## config.mk

```make
export PLATFORM = sky130hd
export DESIGN_NAME = prs_pci_reset_seq
export DESIGN_NICKNAME = d
export VERILOG_FILES = /design/src/rtl/prs_pkg.sv /design/src/rtl/prs_pci_reset_seq.sv
export SDC_FILE = /design/constraint.sdc
export NUM_CORES = 1
export LEC_CHECK = 0
export BUFFER_PORTS_ARGS = -buffer_cell sky130_fd_sc_hd__buf_2
export CAP_MARGIN = 20
export CORE_ASPECT_RATIO = 0.9
export CORE_MARGIN = 3
export CORE_UTILIZATION = 55
export DETAILED_ROUTE_END_ITERATION = 12
export HOLD_SLACK_MARGIN = 0.05
export PLACE_DENSITY = 0.74
export SLEW_MARGIN = 20
export SYNTH_ARGS = -nofsm -noshare
export SYNTH_HDL_FRONTEND = slang
export SYNTH_SLANG_ARGS = --single-unit
```

## constraint.sdc

```tcl
create_clock -name clk -period 1.92 [get_ports clk]
set_input_delay 0.384 -clock clk [delete_from_list [all_inputs] [get_ports clk]]
set_output_delay 0.384 -clock clk [all_outputs]
set_load 0.05 [all_outputs]
```

## src/rtl/prs_pkg.sv

```systemverilog
// package: constants, register map and types for the pci reset sequencer
package prs_pkg;

  // ------------------------------------------------------------------
  // register map (byte addresses, 32-bit words)
  // ------------------------------------------------------------------
  localparam logic [7:0] PRS_ADDR_PSC_CTRL   = 8'h00;
  localparam logic [7:0] PRS_ADDR_STATUS     = 8'h04;
  localparam logic [7:0] PRS_ADDR_HOOK_BASE  = 8'h10;
  localparam logic [7:0] PRS_ADDR_LIVE_BASE  = 8'h20;
  localparam logic [7:0] PRS_ADDR_TGT_CTRL   = 8'h30;
  localparam logic [7:0] PRS_ADDR_CMD_STAT   = 8'h34;
  localparam logic [7:0] PRS_ADDR_ERR_INJ    = 8'h38;

  localparam int         PRS_NUM_HOOK        = 4;
  localparam logic [1:0] PRS_HOOK_IDX_LSB    = 2'h2;

  // ------------------------------------------------------------------
  // field positions
  // ------------------------------------------------------------------
  localparam int PRS_PSC_RELEASE_BIT = 0;   // psc control: 1 = release
  localparam int PRS_PSC_ASSERT_BIT  = 1;   // psc control: 1 = re-assert
  localparam int PRS_ST_INT_RST      = 0;
  localparam int PRS_ST_EXT_RST      = 1;
  localparam int PRS_ST_DONE         = 2;
  localparam int PRS_ST_CONFIGURED   = 3;
  localparam int PRS_CS_MEMORY_SPACE_ENABLE_BIT   = 1;   // memory_space_enable
  localparam int PRS_CS_BUS_MASTER_ENABLE_BIT   = 2;   // bus_master_enable
  localparam int PRS_TW_WIDTH        = 6;   // target_window_enable 5..0
  localparam int PRS_CS_ERR_LSB      = 24;
  localparam int PRS_CS_ERR_W        = 8;

  // ------------------------------------------------------------------
  // reset values
  // ------------------------------------------------------------------
  localparam logic [31:0] PRS_HOOK_RESET     = 32'h0000_0000;
  localparam logic [31:0] PRS_CMD_STAT_RESET = 32'h0000_0000;
  localparam logic [5:0]  PRS_TGT_CTRL_RESET = 6'h00;
  localparam logic [31:0] PRS_CS_ERR_MASK    = 32'hFF00_0000;
  localparam logic [31:0] PRS_CS_CTRL_MASK   = 32'h00FF_FFFF;

  // ------------------------------------------------------------------
  // types
  // ------------------------------------------------------------------
  typedef struct packed {
    logic [7:0]  addr;
    logic [31:0] wdata;
    logic        wr;
    logic        rd;
  } prs_bus_req_t;

  typedef enum logic [2:0] {
    PRS_ST_HELD    = 3'b001,
    PRS_ST_RUN     = 3'b010,
    PRS_ST_WAITEXT = 3'b100
  } prs_state_t;

endpackage

```

## src/rtl/prs_pci_reset_seq.sv

```systemverilog
// module: reset combination, sequencing and hook latching of the pci block
`timescale 1ns/1ps

// Overview of operation
// - external reset = bus reset pin or power-on
// - bus reset puts interface logic in defined state
// - controller asserts internal reset after global reset
// - power-on holds internal reset until software release
// - straps captured when power-on or warm releases
// - pci outputs tri-stated while in reset
// - no bus response until reconfigured
// - bus reset copies hooks into live registers
// - software writes hooks, effective next reset
// - error flags write-one-clear, never set by write
module prs_pci_reset_seq
  import prs_pkg::*;
(
  input  wire logic        clk,
  input  wire logic        resetn,
  input  wire logic        bus_reset_pin_n,
  input  wire logic        por_n,
  input  wire logic        warm_reset_n,
  input  wire logic        global_reset_req,
  input  wire logic [7:0]  boot_cfg_pins,
  input  wire logic [7:0]  err_events,
  input  wire logic [7:0]  addr,
  input  wire logic [31:0] wdata,
  input  wire logic        wr,
  input  wire logic        rd,
  output logic      [31:0] rdata,
  output logic             module_rst_n,
  output logic             reset_done_output,
  output logic             pci_out_en,
  output logic             bus_respond_en,
  output logic      [7:0]  boot_cfg_latched,
  output logic      [5:0]  target_window_enable,
  output logic             bus_master_enable,
  output logic             memory_space_enable
);

  // ------------------------------------------------------------------
  // reset combination and synchronisers
  // ------------------------------------------------------------------
  prs_bus_req_t req;
  assign req = '{addr: addr, wdata: wdata, wr: wr, rd: rd};

  wire ext_rst_raw = ~bus_reset_pin_n | ~por_n;
  wire glb_rst_raw = ~warm_reset_n | ~por_n | global_reset_req;

  logic [1:0] ext_sync_reg;
  logic [1:0] glb_sync_reg;
  logic [1:0] por_sync_reg;
  logic [1:0] straps_sync_reg;
  logic       ext_rst;
  logic       glb_rst;
  logic       por_rst;

  always_ff @(posedge clk or negedge resetn) begin
    if (!resetn) begin
      ext_sync_reg <= 2'h3;
      glb_sync_reg <= 2'h3;
      por_sync_reg <= 2'h3;
    end else begin
      ext_sync_reg <= {ext_sync_reg[0], ext_rst_raw};
      glb_sync_reg <= {glb_sync_reg[0], glb_rst_raw};
      por_sync_reg <= {por_sync_reg[0], ~por_n};
    end
  end
  assign ext_rst = ext_sync_reg[1];
  assign glb_rst = glb_sync_reg[1];
  assign por_rst = por_sync_reg[1];

  // ------------------------------------------------------------------
  // internal reset held by the power and sleep controller
  // ------------------------------------------------------------------
  prs_state_t state_reg;
  prs_state_t state_next;
  logic       ext_seen_reg;
  logic       int_rst;

  wire sel_psc   = req.wr && (req.addr == PRS_ADDR_PSC_CTRL);
  wire psc_rel   = sel_psc && req.wdata[PRS_PSC_RELEASE_BIT];
  wire psc_asrt  = sel_psc && req.wdata[PRS_PSC_ASSERT_BIT];

  always_comb begin
    state_next = state_reg;
    case (state_reg)
      PRS_ST_HELD: begin
        // release waits for a bus reset, so halves never run split
        if (psc_rel && (ext_seen_reg || ext_rst))
          state_next = PRS_ST_RUN;
        else if (psc_rel)
          state_next = PRS_ST_WAITEXT;
      end
      PRS_ST_WAITEXT: begin
        if (ext_rst)
          state_next = PRS_ST_RUN;
      end
      PRS_ST_RUN: begin
        if (psc_asrt)
          state_next = PRS_ST_HELD;
      end
      default: state_next = PRS_ST_HELD;
    endcase
    if (glb_rst)
      state_next = PRS_ST_HELD;
  end

  always_ff @(posedge clk or negedge resetn) begin
    if (!resetn) begin
      state_reg    <= PRS_ST_HELD;
      ext_seen_reg <= 1'b0;
    end else begin
      state_reg    <= state_next;
      if (glb_rst)
        ext_seen_reg <= ext_rst;
      else if (ext_rst)
        ext_seen_reg <= 1'b1;
    end
  end

  assign int_rst      = (state_reg != PRS_ST_RUN);
  assign module_rst_n = ~(int_rst | ext_rst);
  assign pci_out_en   = module_rst_n;

  // ------------------------------------------------------------------
  // strap capture on power-on or warm release
  // ------------------------------------------------------------------
  logic glb_pin_d_reg;
  always_ff @(posedge clk or negedge resetn) begin
    if (!resetn) begin
      glb_pin_d_reg    <= 1'b1;
      boot_cfg_latched <= 8'h00;
    end else begin
      glb_pin_d_reg <= straps_sync_reg[1];
      if (glb_pin_d_reg && !straps_sync_reg[1])
        boot_cfg_latched <= boot_cfg_pins;
    end
  end
  always_ff @(posedge clk or negedge resetn) begin
    if (!resetn)
      straps_sync_reg <= 2'h3;
    else
      straps_sync_reg <= {straps_sync_reg[0], ~warm_reset_n | ~por_n};
  end

  // ------------------------------------------------------------------
  // hook and live registers
  // ------------------------------------------------------------------
  logic [31:0] hook_reg [PRS_NUM_HOOK];
  logic [31:0] live_reg [PRS_NUM_HOOK];
  logic [5:0]  tgt_ctrl_reg;
  logic [31:0] cmd_stat_reg;
  logic        configured_reg;

  function automatic logic in_bank(input logic [7:0] a,
                                   input logic [7:0] base);
    in_bank = (a[7:4] == base[7:4]);
  endfunction

  wire [1:0] widx     = req.addr[PRS_HOOK_IDX_LSB +: 2];
  wire       wr_hook  = req.wr && in_bank(req.addr, PRS_ADDR_HOOK_BASE);
  wire       wr_tgt   = req.wr && (req.addr == PRS_ADDR_TGT_CTRL);
  wire       wr_cs    = req.wr && (req.addr == PRS_ADDR_CMD_STAT);
  wire [31:0] err_set = {err_events, 24'h000000};
  wire [31:0] w1c     = wr_cs ? (req.wdata & PRS_CS_ERR_MASK) : 32'h0;

  always_ff @(posedge clk or negedge resetn) begin
    if (!resetn) begin
      for (int i = 0; i < PRS_NUM_HOOK; i++)
        hook_reg[i] <= PRS_HOOK_RESET;
    end else if (wr_hook) begin
      hook_reg[widx] <= req.wdata;
    end
  end

  always_ff @(posedge clk or negedge resetn) begin
    if (!resetn) begin
      for (int i = 0; i < PRS_NUM_HOOK; i++)
        live_reg[i] <= PRS_HOOK_RESET;
      tgt_ctrl_reg   <= PRS_TGT_CTRL_RESET;
      cmd_stat_reg   <= PRS_CMD_STAT_RESET;
      configured_reg <= 1'b0;
    end else if (ext_rst) begin
      for (int i = 0; i < PRS_NUM_HOOK; i++)
        live_reg[i] <= hook_reg[i];
      tgt_ctrl_reg   <= PRS_TGT_CTRL_RESET;
      cmd_stat_reg   <= PRS_CMD_STAT_RESET;
      configured_reg <= 1'b0;
    end else begin
      if (wr_tgt)
        tgt_ctrl_reg <= req.wdata[PRS_TW_WIDTH-1:0];
      // set wins over clear; writes never set a flag
      cmd_stat_reg <= ((cmd_stat_reg & ~w1c) | err_set) & PRS_CS_ERR_MASK
                    | (wr_cs ? (req.wdata & PRS_CS_CTRL_MASK)
                             : (cmd_stat_reg & PRS_CS_CTRL_MASK));
      if ((wr_tgt || wr_cs) && module_rst_n)
        configured_reg <= 1'b1;
    end
  end

  assign target_window_enable = tgt_ctrl_reg;
  assign bus_master_enable    = cmd_stat_reg[PRS_CS_BUS_MASTER_ENABLE_BIT];
  assign memory_space_enable  = cmd_stat_reg[PRS_CS_MEMORY_SPACE_ENABLE_BIT];
  assign bus_respond_en       = module_rst_n & configured_reg;
  assign reset_done_output    = module_rst_n;

  // ------------------------------------------------------------------
  // read path
  // ------------------------------------------------------------------
  logic [31:0] rd_mux;
  wire [31:0] status_word = {28'h0, configured_reg, reset_done_output,
                             ext_rst, int_rst};
  always_comb begin
    rd_mux = 32'h0;
    if (in_bank(req.addr, PRS_ADDR_HOOK_BASE))
      rd_mux = hook_reg[widx];
    else if (in_bank(req.addr, PRS_ADDR_LIVE_BASE))
      rd_mux = live_reg[widx];
    else if (req.addr == PRS_ADDR_STATUS)
      rd_mux = status_word;
    else if (req.addr == PRS_ADDR_TGT_CTRL)
      rd_mux = {26'h0, tgt_ctrl_reg};
    else if (req.addr == PRS_ADDR_CMD_STAT)
      rd_mux = cmd_stat_reg;
  end

  always_ff @(posedge clk or negedge resetn) begin
    if (!resetn)
      rdata <= 32'h0;
    else
      rdata <= req.rd ? rd_mux : 32'h0;
  end

  // ------------------------------------------------------------------
  // checks
  // ------------------------------------------------------------------
  chk_ext_combine: assert property (@(posedge clk) disable iff (!resetn)
    ext_rst_raw |-> ##2 ext_rst) else $error("ext reset missed");
  chk_rst_gate: assert property (@(posedge clk) disable iff (!resetn)
    (int_rst || ext_rst) |-> !module_rst_n)
    else $error("module out of reset early");
  chk_tristate: assert property (@(posedge clk) disable iff (!resetn)
    !module_rst_n |-> !pci_out_en) else $error("pins driven");
  chk_glb_hold: assert property (@(posedge clk) disable iff (!resetn)
    glb_rst |=> int_rst) else $error("internal reset not held");
  chk_por_hold: assert property (@(posedge clk) disable iff (!resetn)
    (por_rst && !sel_psc) |=> int_rst) else $error("por release");
  chk_hook_copy: assert property (@(posedge clk) disable iff (!resetn)
    ext_rst |=> live_reg[0] == $past(hook_reg[0]))
    else $error("hook not copied");
  chk_no_resp: assert property (@(posedge clk) disable iff (!resetn)
    ext_rst |=> !bus_respond_en) else $error("responds early");
  chk_w1c_noset: assert property (@(posedge clk) disable iff (!resetn)
    (!ext_rst && err_events == 8'h00)
    |=> (cmd_stat_reg & PRS_CS_ERR_MASK & ~$past(cmd_stat_reg)) == 32'h0)
    else $error("flag set by write");
  chk_straps: assert property (@(posedge clk) disable iff (!resetn)
    (glb_pin_d_reg && !straps_sync_reg[1])
    |=> boot_cfg_latched == $past(boot_cfg_pins))
    else $error("straps missed");
  chk_defined: assert property (@(posedge clk) disable iff (!resetn)
    ext_rst |=> (tgt_ctrl_reg == PRS_TGT_CTRL_RESET))
    else $error("state not defined");

endmodule

```

Yosys cells after proc, flatten, opt, wreduce, memory -nomap -nowiden
Index checks and enable logic that the tools add are counted.

word-level totals
  register bits = 346
  input port bits = 64

operators by class
  order comparisons = 2
  equality and inequality tests = 12
  muxes and demuxes = 30
  bitwise gates (word level) = 14
  reductions and logical operators = 18

operators with widths
  kind                number
  $mux 32             13
  $bmux 32 s2         2
  $bwmux 128          1
  $demux 32 s2        1
  $and 32x32->32      1
  $not 32->32         1
  $or 32x24->32       1
  $or 32x32->32       1
  $mux 24             1
  $eq 8x6->1 const B  2
  $mux 3              5
  $mux 6              2
  $logic_and 1x1->1   10
  $pmux 3 s3          1
  $eq 8x3->1 const B  1
  $logic_not 8->1     1
  $ne 3x3->1 const B  2
  $reduce_bool 2->1   3
  $eq 4x1->1 const B  1
  $eq 4x2->1 const B  1
  $mux 1              4
  $ne 4x4->1 const B  1
  $not 1->1           4
  $or 1x1->1          4
  other kinds (11)    12

Logic depth before layout (Yosys ltp)
Gate-level depths: netlist (run 1).

  depth after elaboration = 8
  mapped depth = 7

Worst setup path after synthesis (run 1)
No wires, ideal clock.

  kind = register -> output
  from = reg state_reg[0]
  to = out pci_out_en
  arrival = 1.953 ns
  setup slack = -0.417 ns
  cell stages (with the launch flop) = 4
  path buffers = 1
  cells stage by stage = dfstp_2 or3b_2 nor2_1 buf_4

between the ends
  cells in the longest elaborated chain, start to end = 3

ends and longest elaborated chain
  element                 line                      text
  start, declared         prs_pci_reset_seq.sv:76   prs_state_t state_reg;
  start signal, assigned  prs_pci_reset_seq.sv:114  state_reg <= state_next;
  $ne 3x2->1              prs_pci_reset_seq.sv:122  assign int_rst = (state_reg != PRS_ST_RUN);
  $or 1x1->1              prs_pci_reset_seq.sv:123  assign module_rst_n = ~(int_rst | ext_rst);
  $not 1->1               prs_pci_reset_seq.sv:123
  end, declared           prs_pci_reset_seq.sv:33   output logic pci_out_en,

No other way between the ends.

Worst setup path in the final report (run 1)
Ends and elaborated chain as after synthesis.

==> impl_metrics.ini, run 1 <==
[clock_network]
cts_root_buf = clkbuf_16
clock_latency_ps = 510
htree_levels = 2
clock_path_buffers = 3
cts_sinks = 346
cts_buffers = 35
path_clk_slew_ps = 60
cts_tree = yes

[setup_path]
crit_required_ps = 1540
r2r_end = live_reg[55]$_DFFE_PN0P_
r2r_slack_ps = 270
r2r.worst_path.cells = 2
r2r_start = ext_sync_reg[1]$_DFF_PN1_
start_kind = register
crit_type = reg -> out
endpoint_kind = primary output
cp_max_fo = 4
cp.arrival_ps = 1700

[timing]
min_period_over_period_pct = 109
worst_slack_ps = -167
fin_skew_ps = 9.88
slew_headroom_pct = 55.5
fmax_mhz = 479
hold_viol = 0
fin_setup_tns_ps = -662
setup_viol = 4
rsz0062_at_grt = yes
slew_violations = 0
tightest_slew_ps = 662
fin_crit_ps = 2090

[final_layout]
drive_above_1_share_pct = 41.8
final_util_pct = 66.9
multi_input_area_sq_mm = 0.00590
syn_to_final_growth_pct = 18.3
fill_cells = 1910
final_nets = 1219
ff_latch_area_sq_mm = 0.00867

[drt]
drc = 0
met3_length_microns = 1810
via_per_inst = 5.96
dr.first_iter.drc_count = 520
wl_met1_microns = 14700
first_pass_iters = 4
highest_layer = met4
met2_wirelength_microns = 16700
drtAntennaViolNets = 0
wirelength_microns = 34000
route.vias.total = 9114
wl_per_cell_microns = 22.2

[yosys]
synth_seq_cells = 346
synth_ff_type = dfrtp_1
netlist_instances = 1001
synthTopCellsByCount = dfrtp_1 (338), mux2_2 (172), mux2_1 (92)
synth_edf_count = 0
synth_most_common_cell = dfrtp_1
synth_area_sq_mm = 0.0149
syn_area_per_cell_sq_um = 14.9
async_reset_ff_share_pct = 100
seq_area_frac_synth_pct = 58.2
ys_warn_count = 0
synth_top_area_share_pct = 56.7
synth_nets = 1065
yosysTopAreaCell = dfrtp_1
ys_types = 45
yosys-top-cells-area = dfrtp_1 (57%), mux2_2 (13%), mux4_2 (9.7%), mux2_1 (7.0%), nand2_1 (2.0%)

[global_route]
antenna_found_initial = 2
overflow = 0
grt_pass1_vias = 9734
grt.total_usage_pct = 23.9
grt_pass1_wl_microns = 55100
grt_max_degree = 54

[outcome]
status = complete, but fails checks
violations = setup timing

[die]
row_count = 56
die_area_sq_mm = 0.0291
core_sq_mm = 0.0263
start_util_pct = 56.6
die_w_microns = 180
num_io_pins = 116
die_y_microns = 162

[min_path]
holdPathEnd = glb_sync_reg[0]$_DFF_PN1_
min_from = global_reset_req
hold_path_depth = 2
hp-class = in -> reg

[power]
power_density_mw_per_mm2 = 982
power.leakage_uw = 0.00847
max-vdd-ir-drop_mv = 0.646

[run]
cap_violations = 0

[placed_design]
portBuffers = 115
globalplace.congestion = 0.779
dp_hpwl_microns = 22000
-- power by group --
part | switching (uW) | internal (uW)
clock | 2720 | 3960
combinational | 901 | 1120
sequential | 505 | 8120
total | 4120 | 13200
-- layout make-up --
cell class | instances | share of cell area (%)
diodes | 2 | 0.0284
clock buffers | 54 | 6.07
clock inverters | 7 | 0.341
inverters | 11 | 0.234
multi-input cells | 573 | 33.5
flip-flops and latches | 346 | 49.2
well taps | 348 | 2.47
repair buffers | 188 | 8.23
-- cell families (layout without fill, tap and decap cells) --
| logic type | count (synthesis) | after routing | synth area share (%) |
|---|---|---|---|
| AND/OR/NAND/NOR | 127 | 127 | 4.40 |
| other | 0 | 2 | 0 |
| AO/OA/AOI/OAI | 109 | 109 | 4.69 |
| multiplexers | 337 | 337 | 30.2 |
| buffers and inverters | 82 | 260 | 2.54 |
| flip-flops | 346 | 346 | 58.2 |
-- layout by cell type (no fill, tap or decap), types with 2 or more instances in the layout --
cell type,instances
a31oi_1,2
clkinv_2,6
nor4b_4,3
nor4_2,2
dfrtp_1,338
buf_4,48
nor2b_1,2
nor3_1,2
a22oi_1,28
nand2_1,78
a2bb2oi_1,3
mux4_2,64
diode_2,2
buf_12,22
buf_6,4
a21o_1,3
inv_1,11
clkbuf_1,9
mux2i_1,9
clkbuf_16,37
a21oi_1,54
nor2_1,18
dfstp_2,7
nand4b_4,2
a32oi_1,4
nand3_1,6
mux2_2,172
o21ai_0,2
clkbuf_8,8
mux2_1,92
buf_2,108
dlygate4sd3_1,5
a311oi_1,8
-- metal layers --
layer,track usage [%],up-vias
met3,3.92,61
met1,33.8,4834
li1,-,3984
met4,6.78,0
met5,0,-
met2,39.2,235
-- worst max path at each step --
stage | from | endpoint | slack, ps
2_1_floorplan | state_reg[0]$_DFFE_PN1P_ | bus_respond_en | 20
3_3_place_gp | addr[2] | state_reg[1]$_DFFE_PN0P_ | -150
3_5_place_dp | addr[2] | state_reg[1]$_DFFE_PN0P_ | -220
4_1_cts | state_reg[0]$_DFFE_PN1P_ | module_rst_n | -210
5_1_grt | state_reg[1]$_DFFE_PN0P_ | bus_respond_en | -260
6_report | state_reg[0]$_DFFE_PN1P_ | pci_out_en | -170
-- worst max-delay path, cell delays in order (launching register included) --
cell and delay, ps:
dfstp_2 370, or3b_4 430, nor2_4 210, buf_6 190
-- per-stage QoR --
| step | cell area (sq um) | total power [uW] | hold slack (ps) | instances | worst slack, ps |
|---|---|---|---|---|---|
| after floorplan | 14900 | 9970 | 88.4 | 1001 | 16.7 |
| after global placement | 16400 | 10600 | 346 | 1459 | -145 |
| after detailed placement | 16400 | 10800 | 346 | 1459 | -216 |
| after CTS | 17600 | 17500 | 66.5 | 1526 | -213 |
| after global routing | 17600 | 18000 | 74.3 | 1529 | -256 |
| final | 17600 | 17300 | 93.7 | 1529 | -167 |
-- repair_timing --
item,4_1_cts,5_1_grt
cloned,0,0
setup buffers,1,1
hold buffers,5,0
gates resized for setup,10,0
pin swaps,1,1
endpoints found under the setup margin,4,4
hold endpoints to repair,41,0
(Power assumes the default switching activity.)
==> inputs of run 2 (changes only) <==
ABC_AREA = 1   (was not set)
==> run 2 against run 1 <==
  * The run now ends clean
  * Sequential power down 1%
  * Count of clock-buffer cells in the layout rose by 8
  * Design area up 1.6%
  * Clock power grew 7.0%
  * Non-clock buffer count rose by 14
  * Utilization is 0.70 points higher
  * Synthesized area increased by 0.81%
  * Sequential cell count unchanged
  * Maximum frequency increased by 11%
  * Total power is 3.4% higher
  * Synthesized cell count is 75% higher
  * Critical path depth increased by 1
  * Critical path type unchanged
  * Critical endpoint is now reset_done_output
  * Highest routed layer unchanged
==> impl_metrics.ini, run 2 <==
[outcome]
status = finished, final reports clean

[yosys]
synth_top_family_by_area = simple AND/OR/NAND/NOR gates
synth_ff_type = dfrtp_1
yosys-top-cells-area = dfrtp_1 (56%), nand2_1 (11%), o21ai_0 (10%), inv_1 (5.6%), nand3_1 (2.1%)
synth-adder-area-share_pct = 0
synth_seq_cells = 346
yosysTopAreaCell = dfrtp_1
synth_nets = 1811
synth_area_sq_mm = 0.0150
synthSimpleGateAreaFrac_pct = 17.2
ys_types = 32
synth_compound_area_share_pct = 16.0
synth_top_area_share_pct = 56.3
syn_area_per_cell_sq_um = 8.60
async_reset_ff_share_pct = 100
synth_edf_count = 0
seq_area_frac_synth_pct = 57.7
ys_warn_count = 0
synth-xor-area-share_pct = 0
netlist_instances = 1747
synth_most_common_cell = nand2_1
synthTopCellsByCount = nand2_1 (434), dfrtp_1 (338), o21ai_0 (301)
muxShareOfSynthArea_pct = 0.600

[die]
die_w_microns = 180
die_area_sq_mm = 0.0293
die_y_microns = 163
row_count = 56
num_io_pins = 116
start_util_pct = 56.7
core_sq_mm = 0.0265

[placed_design]
dp_hpwl_microns = 27100
dp.cells = 2188
dpl_cell_area_sq_mm = 0.0166
portBuffers = 115
globalplace.congestion = 0.903

[setup_path]
crit_required_ps = 1540
cp_max_fo = 4
crit_buf_inv = 2
crit_type = reg -> out
endpoint_kind = primary output
cp_slowest_stage_delay_ps = 380
critical-path-slowest-cell = dfrtp_1
start_kind = register
critPathTopFamily = flip-flops
cp.arrival_ps = 1500
crit_path_cell_trace = inv_2 > nand3_4 > nor2_4 > buf_6

[power]
switchingPower_uw = 4780
power_density_mw_per_mm2 = 1000
power_frac_clock_pct = 39.9
comb_power_share_pct = 12.5
power.leakage_uw = 0.00882
swShare_pct = 26.7
max-vdd-ir-drop_mv = 0.676
p_int_uw = 13100
sequentialPowerShare_pct = 47.5

[final_layout]
fill_cells = 2088
fin_area_sq_mm = 0.0179
layout_commonest_cell = nand2_1
stdcell_count = 2266
drive_above_1_share_pct = 16.0
final_util_pct = 67.6
syn_to_final_growth_pct = 19.2
most-common-layout-cells = nand2_1 (434), dfrtp_1 (338), o21ai_0 (301)
final_nets = 1952

[timing]
slew_violations = 0
setup_viol = 0
tightest_slew_ps = 600
hold_viol = 0
fin_skew_ps = 13.2
min_period_over_period_pct = 98.1
fmax_mhz = 531
slew_headroom_pct = 60.0
fin_crit_ps = 1880

[global_route]
antenna_found_initial = 1
grt_pass1_wl_microns = 68400
grt_pass1_vias = 12900
grt.total_usage_pct = 29.1
grt_max_degree = 74
overflow = 0

[drt]
drc = 0
route.vias.total = 12800
dr.first_iter.drc_count = 1352
first_pass_iters = 6
wl_per_cell_microns = 18.8
drtAntennaViolNets = 0
via_per_inst = 5.66
wirelength_microns = 42600

[clock_network]
cts_tree = yes
cts_buffers = 37
clock_path_buffers = 3
cts_root_buf = clkbuf_16
clock_latency_ps = 520
htree_levels = 2
path_clk_slew_ps = 60
cts_sinks = 346

[run]
cap_violations = 0

[min_path]
hp-class = in -> reg
==> run 2: cell types whose count changed after synthesis, moves of 18 or more <==
| cell | previous run | this run |
|---|---|---|
| o21ai_1 | 0 | 21 |
| nand3_1 | 6 | 63 |
| inv_1 | 11 | 224 |
| nand4_1 | 1 | 19 |
| nor2_1 | 19 | 74 |
| o22ai_1 | 0 | 40 |
| mux4_2 | 64 | 0 |
| o21ai_0 | 2 | 301 |
| clkbuf_1 | 26 | 72 |
| a21oi_1 | 54 | 21 |
| nand2_1 | 78 | 434 |
| o211ai_1 | 0 | 26 |
| mux2_1 | 92 | 0 |
| mux2_2 | 172 | 8 |
==> run 2: per-stage QoR <==
stage / power, uW / hold slack [ps] / setup WS (ps) / setup TNS, ps
after floorplan: 9910 / 88.4 / 89.1 / 0
after global placement: 10700 / 347 / 76.1 / 0
after detailed placement: 10800 / 348 / 78.7 / 0
after CTS: 18000 / 87.4 / -3.32 / -9.30
after global routing: 18700 / 93.1 / -18.8 / -34.1
final: 17900 / 98.1 / 35.5 / 0
==> run 2: power by group through the flow <==
stage	logic (uW)	registers, uW	clock network, uW
after floorplan	1220	8690	0
after global placement	2120	8590	0
after detailed placement	2200	8630	0
after CTS	2240	8510	7210
after global routing	2540	8600	7530
final	2240	8510	7150
==> run 2: final timing paths <==
path,startpoint,to,slack (ps),cells past startpoint
setup / recovery,state_reg[2]$_DFFE_PN0P_,reset_done_output,40,4
hold / removal,boot_cfg_pins[0],boot_cfg_latched[0]$_DFFE_PN0P_,100,2
setup reg to reg,ext_sync_reg[1]$_DFF_PN1_,cmd_stat_reg[16]$_DFFE_PN0P_,260,5
hold reg to reg,ext_sync_reg[0]$_DFF_PN1_,ext_sync_reg[1]$_DFF_PN1_,360,0
max in group asynchronous,resetn,straps_sync_reg[0]$_DFF_PN1_,830,3
min in group asynchronous,resetn,live_reg[18]$_DFFE_PN0P_,420,2
==> run 2: routing by layer <==
layer / GRT usage, % / routed length, microns / vias to the layer above
li1: - / - / 5925
met1: 40.7 / 18000 / 6182
met2: 46.5 / 19500 / 610
met3: 5.38 / 3790 / 101
met4: 10.1 / 1230 / 0
met5: 0 / 0 / -
==> run 2: area by class of cell <==
cell class | count | area [sq um] | share of cell area (%)
Multi-Input combinational cell | 1072 | 5110 | 28.5
Clock buffer | 62 | 1160 | 6.49
Timing Repair Buffer | 202 | 1610 | 8.98
Clock inverter | 6 | 63.8 | 0.356
Antenna cell | 1 | 2.50 | 0.0140
Sequential cell | 346 | 8670 | 48.4
Inverter | 229 | 860 | 4.80
Tap cell | 348 | 435 | 2.43
==> run 2: cells by family after synthesis <==
group | Yosys count
multiplexers | 8
buffers and inverters | 329
flip-flops | 346
AO/OA/AOI/OAI | 440
AND/OR/NAND/NOR | 624
==> run 2: worst reg2reg max path, cell delays in order (launching register included) <==
cell and delay (ps):
dfstp_4 660, inv_1 230, buf_12 260, nand2_2 110
buf_12 170, o21ai_0 110
==> run 2: repair_timing <==
| action | in CTS | in global routing |
|---|---|---|
| setup endpoints to repair | 4 | 4 |
| buffers inserted | 2 | 2 |
| pin swaps | 0 | 2 |
| endpoints found under the hold margin | 44 | 0 |
| hold buffers | 6 | 0 |
| resized for setup | 5 | 8 |
==> inputs of run 3 (changes only) <==
ABC_CLOCK_PERIOD_IN_PS = 1920   (was not set)
GPL_TIMING_DRIVEN = 0   (was not set)
==> run 3 against run 2 <==
  * Highest routed layer unchanged
  * Non-clock buffer count rose by 25
  * Largest power group unchanged
  * Design area fell by 2.0%
  * Total power fell by 0.98%
  * Sequential cell count did not move
  * Wire length rose by 20%
  * Count of clock-buffer cells in the layout fell by 8
  * Critical path type unchanged
  * The run now ends with hold timing, setup timing left
  * Maximum frequency fell by 7.7%
  * Worst hold slack got worse by 210 ps
  * Clock skew rose by 8.3 ps
  * Register-to-register slack got worse by 310 ps
  * Global-route usage rose by 5.7 points
  * Utilization fell by 1.4 points
==> impl_metrics.ini, run 3 (same netlist as run 2, synthesis figures left out) <==
[power]
power.leakage_uw = 0.00865
max-vdd-ir-drop_mv = 0.752
power_density_mw_per_mm2 = 1010

[final_layout]
ff_latch_area_sq_mm = 0.00867
drive_above_1_share_pct = 14.7
multi_input_area_sq_mm = 0.00511
syn_to_final_growth_pct = 16.8
most-common-layout-cells = nand2_1 (433), dfrtp_1 (338), o21ai_0 (301)
final_util_pct = 66.3
fill_cells = 2156
stdcell_count = 2287
layout_commonest_cell = nand2_1
final_nets = 1976

[clock_network]
cts_buffers = 36
cts_root_buf = clkbuf_16
cts_sinks = 346
clock_latency_ps = 540
cts_hold_buf = 4
clock_path_buffers = 3
htree_levels = 2
path_clk_slew_ps = 60
cts_tree = yes

[drt]
wirelength_microns = 51200
first_pass_iters = 5
via_per_inst = 6.00
drtAntennaViolNets = 0
drc = 0
route.vias.total = 13700
wl_per_cell_microns = 22.4
dr.first_iter.drc_count = 1954

[global_route]
antenna_found_initial = 0
grt_pass1_wl_microns = 78000
grt.total_usage_pct = 34.9
overflow = 0
grt_max_degree = 91
grt_pass1_vias = 13600

[timing]
rsz0062_at_grt = yes
fin_crit_ps = 2040
min_period_over_period_pct = 106
worst_slack_ps = -122
fmax_mhz = 490
tightest_slew_ps = 1000
fin_skew_ps = 21.5
slew_violations = 0
slew_headroom_pct = 33.3
hold_ws_ps = -116
setup_viol = 13
hold_viol = 88

[placed_design]
globalplace.congestion = 0.960
dp_hpwl_microns = 33500
portBuffers = 114
dp.cells = 2212
dp_slack_ps = -709

[die]
die_w_microns = 180
start_util_pct = 56.7
num_io_pins = 116
die_y_microns = 163
row_count = 56
die_area_sq_mm = 0.0293
core_sq_mm = 0.0265

[setup_path]
crit_required_ps = 1540
start_kind = register
crit_type = reg -> out
cp.arrival_ps = 1660
cp_max_fo = 3
endpoint_kind = primary output

[run]
cap_violations = 0

[outcome]
violations = hold timing, setup timing
status = complete, but fails checks

[min_path]
hp-class = in -> async
-- run 3: changes by cell type in the layout (fill, tap and decap cells not counted), moves of 3 or more --
cell,delta
buf_2,+16
clkbuf_2,+19
clkbuf_1,+44
buf_4,-46
buf_6,+4
buf_16,+3
clkinv_2,+5
buf_12,-26
-- run 3: per-layer routing --
layer	vias up	track usage, %	share of wire (%)
li1	5984	-	-
met1	6482	47.6	39
met2	1023	52.1	43
met3	230	9.45	13
met4	0	17.2	5.5
met5	-	0	0
-- run 3: worst max-delay path: stages (launching register included) --
cell and delay (ps):
dfstp_4 680, clkbuf_16 150, clkbuf_16 120, nor3_4 30, buf_6 150
-- run 3: path summary, 6_finish.rpt --
| check | startpoint | end | slack [ps] | cells past startpoint |
|---|---|---|---|---|
| worst min-delay path | resetn | live_reg[18]$_DFFE_PN0P_ | -120 | 1 |
| max in group asynchronous | resetn | state_reg[0]$_DFFE_PN1P_ | 330 | 4 |
| worst max-delay path | ext_sync_reg[1]$_DFF_PN1_ | bus_respond_en | -120 | 4 |
| worst min register to register | glb_sync_reg[0]$_DFF_PN1_ | glb_sync_reg[1]$_DFF_PN1_ | 360 | 0 |
| min in group clk | global_reset_req | glb_sync_reg[0]$_DFF_PN1_ | 60 | 2 |
| worst max register to register | ext_sync_reg[1]$_DFF_PN1_ | live_reg[95]$_DFFE_PN0P_ | -50 | 6 |
-- run 3: area by class of cell --
class | instances | area share (%)
repair buffers | 129 | 4.53
inverters | 229 | 4.90
diodes | 1 | 0.0143
clock inverters | 10 | 0.349
well taps | 348 | 2.48
plain buffers | 98 | 2.93
multi-input cells | 1072 | 29.1
clock buffers | 54 | 6.26
flip-flops and latches | 346 | 49.4
-- run 3: where the power goes --
group / switching (uW) / internal (uW)
logic: 1580 / 718
clock network: 2940 / 3970
registers: 433 / 8080
total: 4960 / 12800
-- run 3: what timing repair did --
| action | 4_1_cts | 5_1_grt |
|---|---|---|
| endpoints found under the hold margin | 90 | 88 |
| pin swaps | 2 | 1 |
| endpoints found under the setup margin | 153 | 95 |
| buffers inserted | 7 | 1 |
| resized for setup | 32 | 34 |
-- run 3: per-stage QoR --
stage | setup TNS (ps) | power (uW) | hold slack (ps) | cell area, sq um
after global placement | -2159400 | 10700 | 346 | 16100
after CTS | -288 | 17700 | -98.1 | 17500
after global routing | -705 | 18400 | -65.1 | 17600
after detailed placement | -98570 | 10800 | 347 | 16100
final | -568 | 17700 | -116 | 17600
after floorplan | 0 | 9910 | 88.4 | 15000
